## src/shared/crcg_pkg.sv

```systemverilog
/*
  Constants for the CRC generator control block: register indices, field positions, reset values,
  FIFO depth decode and shift rate. Assumes a 16-bit register port addressed by word index.
*/
// How it works
// - With stop-when-idle set, all shifting and FIFO draining halt while idle is asserted.
// - With interrupt source select one, interrupt fires when the valid word count goes 1 to 0.
// - With interrupt source select zero, interrupt fires when shifting completes, result valid.
// - Valid word count is a read-only five-bit field of control register one.
// - Module enable low empties FIFO, zeroes count, resets engine, data and result.
// - Hardware clears shift start when done; a software clear raises no interrupt.
// - Words shift MSb first by default, LSb first when lsb select set; result not reflected.
// - FIFO depth is 4, 8 or 16 by data width; full when count reaches depth.
package crcg_pkg;
  // Register indices
  localparam logic [3:0] A_CTL1 = 4'h0;
  localparam logic [3:0] A_CTL2 = 4'h1;
  localparam logic [3:0] A_XORL = 4'h2;
  localparam logic [3:0] A_XORH = 4'h3;
  localparam logic [3:0] A_DATL = 4'h4;
  localparam logic [3:0] A_DATH = 4'h5;
  localparam logic [3:0] A_RESL = 4'h6;
  localparam logic [3:0] A_RESH = 4'h7;
  localparam logic [3:0] A_ISTAT = 4'h8;
  localparam logic [3:0] A_IMASK = 4'h9;
  // Control register one field positions
  localparam int B_EN = 15;
  localparam int B_SIDL = 13;
  localparam int B_CNT = 8;
  localparam int B_FULL = 7;
  localparam int B_EMPTY = 6;
  localparam int B_ISEL = 5;
  localparam int B_GO = 4;
  localparam int B_LSB = 3;
  // Control register two field positions
  localparam int B_DW = 8;
  localparam int B_POLYNOMIAL_LENGTH = 0;
  // Reset values
  localparam logic [15:0] RST_REG = 16'h0000;
  localparam logic [31:0] RST_WORD = 32'h0000_0000;
  // FIFO depths and data width thresholds
  localparam logic [4:0] DEPTH_WIDE = 5'h04;
  localparam logic [4:0] DEPTH_MID = 5'h08;
  localparam logic [4:0] DEPTH_NARROW = 5'h10;
  localparam logic [4:0] DW_WIDE_MIN = 5'h10;
  localparam logic [4:0] DW_MID_MIN = 5'h08;
  // Engine shift rate, bits per clock
  localparam logic [5:0] BITS_PER_CYC = 6'h02;

  // FIFO depth for a data width setting
  function automatic logic [4:0] crcg_depth(input logic [4:0] dw);
    if (dw >= DW_WIDE_MIN)
      return DEPTH_WIDE;
    else if (dw >= DW_MID_MIN)
      return DEPTH_MID;
    else
      return DEPTH_NARROW;
  endfunction
endpackage

```

## src/design/crcg_engine.sv

```systemverilog
/*
  CRC shift engine: holds one word and the running CRC, shifts two bits per clock.
  Assumes the caller loads only while idle and keeps polynomial settings stable while busy.
*/
`timescale 1ns/100ps
module crcg_engine
  import crcg_pkg::*;
(
  // Clock and reset
  input wire logic mclk,
  input wire logic rst,
  input wire logic clr,
  // Word load and shift control
  input wire logic load,
  input wire logic [31:0] word,
  input wire logic shift_en,
  // Configuration
  input wire logic [4:0] dw,
  input wire logic lsb,
  input wire logic [31:0] poly,
  input wire logic [4:0] polynomial_length,
  // Result write from software
  input wire logic res_wr_lo,
  input wire logic res_wr_hi,
  input wire logic [15:0] res_wdata,
  // Status
  output logic idle,
  output logic [31:0] crc
);
  logic [31:0] sh_ff;
  logic [31:0] crc_ff;
  logic [5:0] left_ff;
  logic [31:0] c1;
  logic [31:0] c2;

  // One serial step of a normal CRC of length n+1; x0 always taps
  function automatic logic [31:0] crc_step(input logic [31:0] c, input logic d,
                                           input logic [31:0] p, input logic [4:0] n);
    logic fb;
    logic [31:0] mask;
    fb = c[n] ^ d;
    mask = 32'hFFFF_FFFF >> (5'd31 - n);
    return ({c[30:0], 1'b0} ^ ({32{fb}} & (p | 32'h0000_0001))) & mask;
  endfunction

  // Two steps per clock, data bit taken from the selected end
  always_comb
  begin
    c1 = crc_step(crc_ff, lsb ? sh_ff[0] : sh_ff[31], poly, polynomial_length);
    c2 = crc_step(c1, lsb ? sh_ff[1] : sh_ff[30], poly, polynomial_length);
  end

  // Word buffer, bit counter and CRC register
  always_ff @(posedge mclk)
  begin
    if (rst || clr)
    begin
      sh_ff <= RST_WORD;
      crc_ff <= RST_WORD;
      left_ff <= 6'h00;
    end
    else
    begin
      if (load)
      begin
        sh_ff <= lsb ? word : word << (5'd31 - dw);
        left_ff <= {1'b0, dw} + 6'h01;
      end
      else if (shift_en && left_ff != 6'h00)
      begin
        if (left_ff >= BITS_PER_CYC)
        begin
          crc_ff <= c2;
          sh_ff <= lsb ? sh_ff >> 2 : sh_ff << 2;
          left_ff <= left_ff - BITS_PER_CYC;
        end
        else
        begin
          crc_ff <= c1;
          sh_ff <= lsb ? sh_ff >> 1 : sh_ff << 1;
          left_ff <= 6'h00;
        end
      end
      // Software preload of the result wins over a shift
      if (res_wr_lo)
        crc_ff[15:0] <= res_wdata;
      if (res_wr_hi)
        crc_ff[31:16] <= res_wdata;
    end
  end

  assign idle = left_ff == 6'h00;
  assign crc = crc_ff;
endmodule

```

## src/design/crcg_top.sv

```systemverilog
/*
  CRC generator control: control and status registers, input FIFO, start/stop sequencing and
  interrupt. Assumes a same-clock register master and a same-clock idle level from the system.
*/
// The plain strobed port and the register addresses were left to the implementer.
`timescale 1ns/100ps
module crcg_top
  import crcg_pkg::*;
(
  // Clock and reset
  input wire logic mclk,
  input wire logic rst,
  // Register port
  input wire logic [3:0] reg_addr,
  input wire logic [15:0] reg_wdata,
  input wire logic reg_wr,
  input wire logic reg_rd,
  output logic [15:0] reg_rdata,
  // System
  input wire logic idle_mode,
  output logic crc_irq
);
  // ************************************************************
  // Registers and decode
  // ************************************************************
  logic en_ff;
  logic sidl_ff;
  logic isel_ff;
  logic go_ff;
  logic lsb_ff;
  logic [4:0] dw_ff;
  logic [4:0] polynomial_length_ff;
  logic [31:0] poly_ff;
  logic [15:0] datl_ff;
  logic [15:0] dath_ff;
  logic [31:0] fifo_ff [16];
  logic [3:0] wp_ff;
  logic [3:0] rp_ff;
  logic [4:0] cnt_ff;
  logic ist_ff;
  logic imask_ff;
  logic irq_ff;
  logic [15:0] rdata_ff;
  logic [15:0] nxt_rdata;
  logic [31:0] crc_res;
  logic eng_idle;
  logic wr_ctl1;
  logic wr_datl;
  logic wr_dath;
  logic halt;
  logic run;
  logic [4:0] depth;
  logic full;
  logic push;
  logic pop;
  logic done;
  logic empty_evt;
  logic evt;
  logic [31:0] push_word;

  // Write strobes per register
  assign wr_ctl1 = reg_wr && reg_addr == A_CTL1;
  assign wr_datl = reg_wr && reg_addr == A_DATL;
  assign wr_dath = reg_wr && reg_addr == A_DATH;

  // Sequencing terms
  assign halt = sidl_ff && idle_mode;
  assign run = en_ff && go_ff && !halt;
  assign depth = crcg_depth(dw_ff);
  assign full = cnt_ff >= depth;
  // A word counts once its top half-word register, as set by the data width, is written
  assign push = en_ff && !full && (dw_ff < DW_WIDE_MIN ? wr_datl : wr_dath);
  assign push_word = dw_ff < DW_WIDE_MIN ? {dath_ff, reg_wdata} : {reg_wdata, datl_ff};
  assign pop = run && eng_idle && cnt_ff != 5'h00;
  assign done = run && eng_idle && cnt_ff == 5'h00 && !wr_ctl1;
  assign empty_evt = pop && cnt_ff == 5'h01 && !push;
  assign evt = isel_ff ? empty_evt : done;

  // ************************************************************
  // Control registers
  // ************************************************************
  // Control register one fields; start is self clearing
  always_ff @(posedge mclk)
  begin
    if (rst)
    begin
      en_ff <= 1'b0;
      sidl_ff <= 1'b0;
      isel_ff <= 1'b0;
      go_ff <= 1'b0;
      lsb_ff <= 1'b0;
    end
    else if (wr_ctl1)
    begin
      en_ff <= reg_wdata[B_EN];
      sidl_ff <= reg_wdata[B_SIDL];
      isel_ff <= reg_wdata[B_ISEL];
      go_ff <= reg_wdata[B_GO];
      lsb_ff <= reg_wdata[B_LSB];
    end
    else if (done)
      go_ff <= 1'b0;
  end

  // Width, length and polynomial; x0 is not stored
  always_ff @(posedge mclk)
  begin
    if (rst)
    begin
      dw_ff <= 5'h00;
      polynomial_length_ff <= 5'h00;
      poly_ff <= RST_WORD;
    end
    else if (reg_wr)
    begin
      if (reg_addr == A_CTL2)
      begin
        dw_ff <= reg_wdata[B_DW +: 5];
        polynomial_length_ff <= reg_wdata[B_POLYNOMIAL_LENGTH +: 5];
      end
      if (reg_addr == A_XORL)
        poly_ff[15:0] <= {reg_wdata[15:1], 1'b0};
      if (reg_addr == A_XORH)
        poly_ff[31:16] <= reg_wdata;
    end
  end

  // Data holding registers, cleared while disabled
  always_ff @(posedge mclk)
  begin
    if (rst || !en_ff)
    begin
      datl_ff <= RST_REG;
      dath_ff <= RST_REG;
    end
    else
    begin
      if (wr_datl)
        datl_ff <= reg_wdata;
      if (wr_dath)
        dath_ff <= reg_wdata;
    end
  end

  // ************************************************************
  // Input FIFO
  // ************************************************************
  // Pointers and valid word count
  always_ff @(posedge mclk)
  begin
    if (rst || !en_ff)
    begin
      wp_ff <= 4'h0;
      rp_ff <= 4'h0;
      cnt_ff <= 5'h00;
    end
    else
    begin
      if (push)
        wp_ff <= (wp_ff + 4'h1) & (depth[3:0] - 4'h1);
      if (pop)
        rp_ff <= (rp_ff + 4'h1) & (depth[3:0] - 4'h1);
      cnt_ff <= cnt_ff + {4'h0, push} - {4'h0, pop};
    end
  end

  // Word storage
  always_ff @(posedge mclk)
  begin
    if (push)
      fifo_ff[wp_ff] <= push_word;
  end

  // Shift engine
  crcg_engine u_eng (
    .mclk(mclk),
    .rst(rst),
    .clr(!en_ff),
    .load(pop),
    .word(fifo_ff[rp_ff]),
    .shift_en(run),
    .dw(dw_ff),
    .lsb(lsb_ff),
    .poly(poly_ff),
    .polynomial_length(polynomial_length_ff),
    .res_wr_lo(reg_wr && reg_addr == A_RESL),
    .res_wr_hi(reg_wr && reg_addr == A_RESH),
    .res_wdata(reg_wdata),
    .idle(eng_idle),
    .crc(crc_res)
  );

  // ************************************************************
  // Interrupt and read back
  // ************************************************************
  // Sticky status, write one to clear, a new event wins
  always_ff @(posedge mclk)
  begin
    if (rst)
    begin
      ist_ff <= 1'b0;
      imask_ff <= 1'b0;
      irq_ff <= 1'b0;
    end
    else
    begin
      ist_ff <= evt || (ist_ff && !(reg_wr && reg_addr == A_ISTAT && reg_wdata[0]));
      if (reg_wr && reg_addr == A_IMASK)
        imask_ff <= reg_wdata[0];
      irq_ff <= ist_ff && imask_ff;
    end
  end

  // Read data for the addressed register, zero when no read
  always_comb
  begin
    nxt_rdata = RST_REG;
    if (reg_rd)
    begin
      unique case (reg_addr)
        A_CTL1:
        begin
          nxt_rdata[B_EN] = en_ff;
          nxt_rdata[B_SIDL] = sidl_ff;
          nxt_rdata[B_CNT +: 5] = cnt_ff;
          nxt_rdata[B_FULL] = full;
          nxt_rdata[B_EMPTY] = cnt_ff == 5'h00;
          nxt_rdata[B_ISEL] = isel_ff;
          nxt_rdata[B_GO] = go_ff;
          nxt_rdata[B_LSB] = lsb_ff;
        end
        A_CTL2: nxt_rdata = {3'b000, dw_ff, 3'b000, polynomial_length_ff};
        A_XORL: nxt_rdata = poly_ff[15:0];
        A_XORH: nxt_rdata = poly_ff[31:16];
        A_DATL: nxt_rdata = datl_ff;
        A_DATH: nxt_rdata = dath_ff;
        A_RESL: nxt_rdata = crc_res[15:0];
        A_RESH: nxt_rdata = crc_res[31:16];
        A_ISTAT: nxt_rdata = {15'h0000, ist_ff};
        A_IMASK: nxt_rdata = {15'h0000, imask_ff};
        default: nxt_rdata = RST_REG;
      endcase
    end
  end

  // Read data register
  always_ff @(posedge mclk)
  begin
    if (rst)
      rdata_ff <= RST_REG;
    else
      rdata_ff <= nxt_rdata;
  end

  assign reg_rdata = rdata_ff;
  assign crc_irq = irq_ff;
endmodule

```

## config.mk

```make
export PLATFORM = sky130hd
export DESIGN_NAME = crcg_top
export DESIGN_NICKNAME = d
export VERILOG_FILES = /design/src/shared/crcg_pkg.sv /design/src/design/crcg_engine.sv /design/src/design/crcg_top.sv
export SDC_FILE = /design/constraint.sdc
export NUM_CORES = 1
export LEC_CHECK = 0
export ABC_AREA = 0
export BUFFER_PORTS_ARGS = -buffer_cell sky130_fd_sc_hd__buf_2
export CORE_UTILIZATION = 53
export CTS_CLUSTER_DIAMETER = 50
export CTS_CLUSTER_SIZE = 24
export DETAILED_ROUTE_END_ITERATION = 7
export GPL_ROUTABILITY_DRIVEN = 1
export PLACE_DENSITY = 0.72
export RECOVER_POWER = 25
export SYNTH_ARGS = -nofsm -noshare
export SYNTH_HDL_FRONTEND = slang
export SYNTH_SLANG_ARGS = --single-unit
```

## constraint.sdc

```tcl
create_clock -name mclk -period 6.1 [get_ports mclk]
set_clock_uncertainty 0.2 [all_clocks]
set_input_delay 1.22 -clock mclk [delete_from_list [all_inputs] [get_ports mclk]]
set_output_delay 1.22 -clock mclk [all_outputs]
set_load 0.05 [all_outputs]
```

---- After elaboration in Yosys (flattened, before gate mapping) ----
Memories as Yosys holds them, arrays and structs flattened. A register that Yosys moved wholly into a read port is not among the register bits.
Index checks and enable logic that the tools add are counted.
operators by class
  add/subtract/negate cells ............... 9
  order comparisons ....................... 6
  equality and inequality tests ........... 12
  shifts and indexed selects .............. 2
  muxes and demuxes ....................... 35
  bitwise operators ....................... 11
  reductions and logical operators ........ 45
operators with widths
  operator                                              number
  2-to-1 mux 32 bit                                     10
  AND 32 bit                                            4
  case mux 11 bit (8 select lines)                      1
  bitwise XOR 32 bit                                    2
  2-to-1 mux 16 bit                                     2
  << shifter 32 x 5 -> 32 bit                           1
  right shift 32 x 5 -> 32 bit (first input constant)   1
  case mux 3 bit (9 select lines)                       1
  logical AND 1 bit                                     22
  2-to-1 mux 6 bit                                      3
  equality test 4 x 3 -> 1 bit (second input constant)  4
  binary-select mux 1 bit (select 5 bit)                2
  2-to-1 mux 1 bit                                      10
  2-to-1 mux 5 bit                                      2
  AND reduction 2 bit                                   5
  subtractor 5 bit (first input constant)               2
  adder 4 x 1 -> 4 bit (second input constant)          2
  AND 4 bit                                             2
  equality test 4 x 2 -> 1 bit (second input constant)  2
  equality test 4 bit (second input constant)           2
  2-to-1 mux 4 bit                                      2
  nonzero test 2 bit                                    4
  case mux 1 bit (7 select lines)                       1
  adder 5 x 1 -> 6 bit (second input constant)          1
  24 further kinds                                      32
storage, ports and cells
  register bits ........................... 180
  bits in writable memories ............... 512
  output and inout bits ................... 17
  memories ................................ 1
memory list
  memory   words  bits a word  read ports  clocked after memory_dff  write ports  RTL line        text
  fifo_ff  16     32           1           1                         1            crcg_top.sv:36  logic [31:0] fifo_ff [16];

---- Depth between registers and ports, before layout ----
  depth in word-level cells ............... 16
  gate-level depth with buffers ........... 21

---- Hierarchy ----
A second synthesis with hierarchy kept.
unflattened totals
  cells, all modules ...................... 2657
  area, all modules ....................... 33897.5 um^2
modules (own cells, without submodules)
  module       times used  cells each  area each (um^2)
  crcg_top     1           1377        25261.7
  crcg_engine  1           1280        8635.8

---- Worst setup path before layout ----
Ideal clock, no wire load.
  path type ............................... input to register
  start point ............................. input reg_addr[2]
  end point ............................... memory fifo_ff[3][0] (enable)
  library setup time ...................... 0.461 ns
  data arrival time ....................... 5.410 ns
  data required time ...................... 5.439 ns
  slack ................................... 0.029 ns
  stages on the path ...................... 10
  path through ............................ clkbuf_1 nand2b_1 clkbuf_1 nor3_1 nand2_1 o21ai_0 and3_1 clkbuf_1 nand2_1 nor3_1
on the way
  word-level cells in the longest chain between the ends .. 6
  elaborated cells on any way between the ends .. 8
RTL lines
  element                                                 RTL line                        text
  from (decl)                                             crcg_top.sv:14                  input wire logic [3:0] reg_addr,
  equality test 4 x 3 -> 1 bit, on equally long branches  crcg_top.sv:64, crcg_top.sv:63
  logical AND 1 bit, on equally long branches             crcg_top.sv:64, crcg_top.sv:63
  2-to-1 mux 1 bit *                                      crcg_top.sv:72                  assign push = en_ff && !full && (dw_ff < DW_WIDE_MIN ? wr_datl : wr_dath);
  logical AND 1 bit *                                     crcg_top.sv:72
  2-to-1 mux 1 bit *                                      crcg_top.sv:170                 if (push)
  2-to-1 mux 1 bit (not written as such) *                crcg_top.sv:171                 fifo_ff[wp_ff] <= push_word;
  to (decl)                                               crcg_top.sv:36
Mark *: on every way between the ends. The rest lies on a longest branch, timed or not.

---- Worst setup path in the final report ----
  start point ............................. register polynomial_length_ff[1]
  end point ............................... register u_eng.crc_ff[28] (netlist: u_eng.crc[28])
on the way
  word-level cells in the longest chain between the ends .. 16
  elaborated cells on any way between the ends .. 18
RTL lines
  element                                                    RTL line           text
  from (decl)                                                crcg_top.sv:32     logic [4:0] polynomial_length_ff;
  from (signal assigned)                                     crcg_top.sv:119    polynomial_length_ff <= reg_wdata[B_POLYNOMIAL_LENGTH +: 5];
  branches (longest 12 deep; another with subtractor 5 bit)  -
  2-to-1 mux 32 bit *                                        crcg_engine.sv:71  if (left_ff >= BITS_PER_CYC)
  2-to-1 mux 32 bit *                                        crcg_engine.sv:69  else if (shift_en && left_ff != 6'h00)
  2-to-1 mux 32 bit *                                        crcg_engine.sv:64  if (load)
  2-to-1 mux 16 bit *                                        crcg_engine.sv:87  if (res_wr_hi)
  to (signal assigned)                                       crcg_engine.sv:88  crc_ff[31:16] <= res_wdata;
  to (decl)                                                  crcg_engine.sv:31  logic [31:0] crc_ff;
Every way passes the cells marked *. The select of a mux whose other input is x is not followed.
A chain may end at the register's enable or synchronous reset.

==> reports/qor.csv <==
stage,metric,value,unit
outcome,status,finished with violations,
outcome,violated checks,"capacitance limit, slew limit",
clock_network,Num CTS Buffers,68,
timing,Final period util,90.6,%
synthesis,Synth Area in Compound Gates,9.95,%
global_routing,Tot GR Track Use,33.3,%
clock_network,post-CTS sizing,0,
detailed_routing,initial drt markers,3441,
detailed_routing,Via Count,24103,
synthesis,area share of the largest cell type after synthesis,46.1,%
worst_hold_path,worst min-delay path category,reg2reg,
placement,port bufs,41,
timing,Worst-Margin Slew,2.32,ns
cells_and_area,area growth from synthesis to layout,11.3,%
timing,Max-slew headroom,-54.9,%
synthesis,library cells used by synthesis,78,
synthesis,prevailing post-synth register cell,edfxtp_1,
placement,Inst Count DP,3456,
global_routing,largest net degree at the start of global routing,91,
cells_and_area,share of post-route cells with drive strength above 1,18.6,%
placement,dpl hpwl,67200,um
synthesis,Post-synth EDFFs,512,
clock_network,Clock Tree Root,clkbuf_16,
cells_and_area,multi-input logic area,0.0135,sq mm
synthesis,XOR/XNOR Fraction of Synth Area,1.10,%
worst_hold_path,hold path depth,2,
synthesis,largest cells by area after synthesis,"edfxtp_1 46%, mux4_2 13%, dfxtp_1 11%",
die,Initial Util,53.8,%
timing,RSZ-0062 raised after global routing,no,
global_routing,met1 usage,43.8,%
global_routing,Top Usage Layer GRT,met2,
job,max-cap viol count,1,
synthesis,Post-Syn Area,0.0333,sq mm
clock_network,clk sink count,696,
synthesis,Simple-Gate Fraction of Synth Area,11.2,%
synthesis,Syn Area/Cell,12.3,sq um
die,# rows,91,
synthesis,syn_nets,2755,
clock_network,Clock Latency Late Sink,0.64,ns
detailed_routing,Post-route DRC,0,
critical_path,Worst EP arrival,5.88,ns
global_routing,first-pass GRT wire length,155000,um
die,DIE HEIGHT,253,um
synthesis,synthesized flop and latch total,696,
pwr,leak pwr,12.3,nW
global_routing,met2 GRT Util,52.8,%
placement,routability cong.,0.994,
critical_path,Crit. path cell count,15,
die,Placeable Area,0.0619,sq mm
timing,Hold Fails Final Rpt,0,
timing,Tmin final,5.53,ns
cells_and_area,nets@finish,2732,
synthesis,Yosys top cell by area,edfxtp_1,
detailed_routing,Vias/cell,6.73,
critical_path,critical path startpoint category,register,
clock_network,clk buf depth,3,
die,Die ar.,0.0639,sq mm
critical_path,largest fanout on the critical path,25,
critical_path,critical path's top delay family,compound AO/OA/AOI/OAI gates,
critical_path,CP Class,reg2reg,
global_routing,met3 Use GR,7.02,%
cells_and_area,# diodes,0,
cells_and_area,Register Area,0.0191,sq mm
synthesis,Post-Syn Instances,2712,
synthesis,fraction of registers with async set/reset,0,%
clock_network,CTS H-tree lvls,3,
cells_and_area,FILL cells,4776,
critical_path,WP data required,6.45,ns
clock_network,cts-stage hold buffer count,0,
detailed_routing,Post-Route WL,105000,um
synthesis,main combinational cell family by area after synthesis,multiplexers,
detailed_routing,router iterations before antenna repair,7,
detailed_routing,Routed Antenna Nets,0,
die,Top Ports,42,
critical_path,CP max-delay cell,dfxtp_1,
clock_network,post-CTS setup buffers,0,
die,die width,253,um
global_routing,initial antenna violation count,3,
synthesis,Synth warnings,0,
critical_path,Worst setup EP type,register,
synthesis,register area share after synthesis,57.1,%
pwr,VDD IR max,0.288,mV
critical_path,crit path cell chain,buf_4 > mux4_2 > nand3_1 > nand3_1 > o22a_2 > mux2i_1 > mux2_2 > o41ai_1 > o2111ai_1 > nor4_4 > xnor2_2 > buf_4 > a21oi_1 > a311oi_1 > o221a_2,
detailed_routing,per-cell routed wire length,29.4,um
critical_path,WP buf/inv,2,
cells_and_area,fin cells,3579,
critical_path,cells on worst reg2reg path,15,
synthesis,Post-Synth Adder-Cell Area,0.698,%
global_routing,vias in the first global route,23263,
timing,Fin Setup TNS,0,ns
synthesis,mux cell area share after synthesis,17.0,%
clock_network,CTS tree,yes,
clock_network,"Clk pin slew, worst setup/hold paths",0.06,ns
timing,top achievable clock speed,181,MHz
timing,final slew viol count,52,
timing,endpoints failing setup,0,
global_routing,GRT Residual Overflow,0,
critical_path,Max stage delay on crit path,0.76,ns
pwr,pwr/cell area,264,mW/mm^2
[worst reg2reg max path: stages (launching register included)]
cell and delay (ns):
dfxtp_1 0.76, buf_4 0.30, mux4_2 0.19, nand3_1 0.07, nand3_1 0.11, o22a_2 0.57
mux2i_1 0.38, mux2_2 0.38, o41ai_1 0.40, o2111ai_1 0.41, nor4_4 0.44, xnor2_2 0.21
buf_4 0.40, a21oi_1 0.14, a311oi_1 0.27, o221a_2 0.23
[layer usage]
metal,part of all wire [%],up-vias
li1,-,10269
met2,47,1525
met1,38,12007
met5,0.023,-
met3,10,298
met4,4.9,4
[cells in the mapped netlist, drive strengths merged (17+ instances only)]
| master | n |
|---|---|
| ha | 17 |
| o21ai | 108 |
| nor3 | 41 |
| nand2 | 425 |
| mux2i | 81 |
| nand3 | 53 |
| mux4 | 188 |
| buf | 53 |
| a21oi | 197 |
| nor2 | 208 |
| edfxtp | 512 |
| clkbuf | 165 |
| nand2b | 17 |
| or3 | 21 |
| xnor2 | 27 |
| dfxtp | 184 |
| inv | 23 |
| mux2 | 54 |
| nand4 | 20 |
| o211ai | 23 |
| a22oi | 34 |
| a31oi | 28 |
[kinds of logic after synthesis]
logic type,count (synthesis)
buf+inv,243
fa+ha+maj,18
flops,696
xor+xnor,42
mux,323
simple gates,861
compound gates,529
[final timing paths]
| kind | start | endpoint | slack [ns] |
|---|---|---|---|
| max | polynomial_length_ff[1] | u_eng.crc[28] | 0.57 |
| min | datl_ff[10] | datl_ff[10] | 0.28 |
| max reg2reg | polynomial_length_ff[1] | u_eng.crc[28] | 0.57 |
| min reg2reg | datl_ff[10] | datl_ff[10] | 0.28 |
[where the power goes]
part | switching, mW | leakage [nW] | internal, mW
sequential | 0.0118 | 6.64 | 5.05
combinational | 0.144 | 4.47 | 0.0405
clock | 2.08 | 1.18 | 2.47
[cells in the final DEF (no fill, tap or decap), types with 24 or more instances in the layout]
| cell | Yosys | routed |
|---|---|---|
| nor3_1 | 41 | 35 |
| xnor2_1 | 27 | 26 |
| nor2_1 | 207 | 193 |
| buf_2 | 8 | 40 |
| buf_4 | 6 | 72 |
| a21oi_1 | 197 | 197 |
| dfxtp_1 | 184 | 179 |
| nand3_1 | 53 | 53 |
| nand2_1 | 425 | 425 |
| mux2i_1 | 80 | 79 |
| a22oi_1 | 34 | 34 |
| o21ai_0 | 106 | 106 |
| a31oi_1 | 28 | 28 |
| clkbuf_16 | 0 | 71 |
| edfxtp_1 | 512 | 512 |
| mux2_1 | 0 | 24 |
| mux4_2 | 188 | 188 |
| mux2_2 | 54 | 30 |
[sequential cells by signal, summed over array words and instances (netlist names), named ones only]
signal                cells
reg_rdata                16
wp_ff                     4
dath_ff                  16
isel_ff                   1
u_eng.sh_ff              32
sidl_ff                   1
cnt_ff                    5
ist_ff                    1
imask_ff                  1
dw_ff                     5
u_eng.left_ff             6
u_eng.crc                32
polynomial_length_ff      5
poly_ff                  31
rp_ff                     4
go_ff                     1
fifo_ff                 512
datl_ff                  16
en_ff                     1
crc_irq                   1
lsb_ff                    1
[stage by stage]
| stage | area (sq um) | hold WS, ns | power, mW | utilization [%] | setup slack (ns) |
|---|---|---|---|---|---|
| after CTS | 37100 | 0.277 | 9.83 | 59.9 | 0.695 |
| after global routing | 37100 | 0.295 | 10.0 | 59.9 | 0.392 |
| after global placement | 34700 | 0.251 | 5.34 | 56.0 | 0.830 |
| after floorplan | 33300 | 0.219 | 5.27 | - | 0.0291 |
| after detailed placement | 34700 | 0.268 | 5.34 | 56.0 | 0.723 |
| final | 37100 | 0.280 | 9.80 | 59.9 | 0.572 |
[cell type report]
| cell class | count | area share (%) |
|---|---|---|
| clock buffers | 75 | 4.86 |
| multi-input cells | 1773 | 36.4 |
| inverters | 25 | 0.253 |
| well taps | 837 | 2.82 |
| flip-flops and latches | 696 | 51.4 |
| repair buffers | 125 | 2.61 |
| clock inverters | 48 | 1.69 |
(Power assumes the default switching activity.)
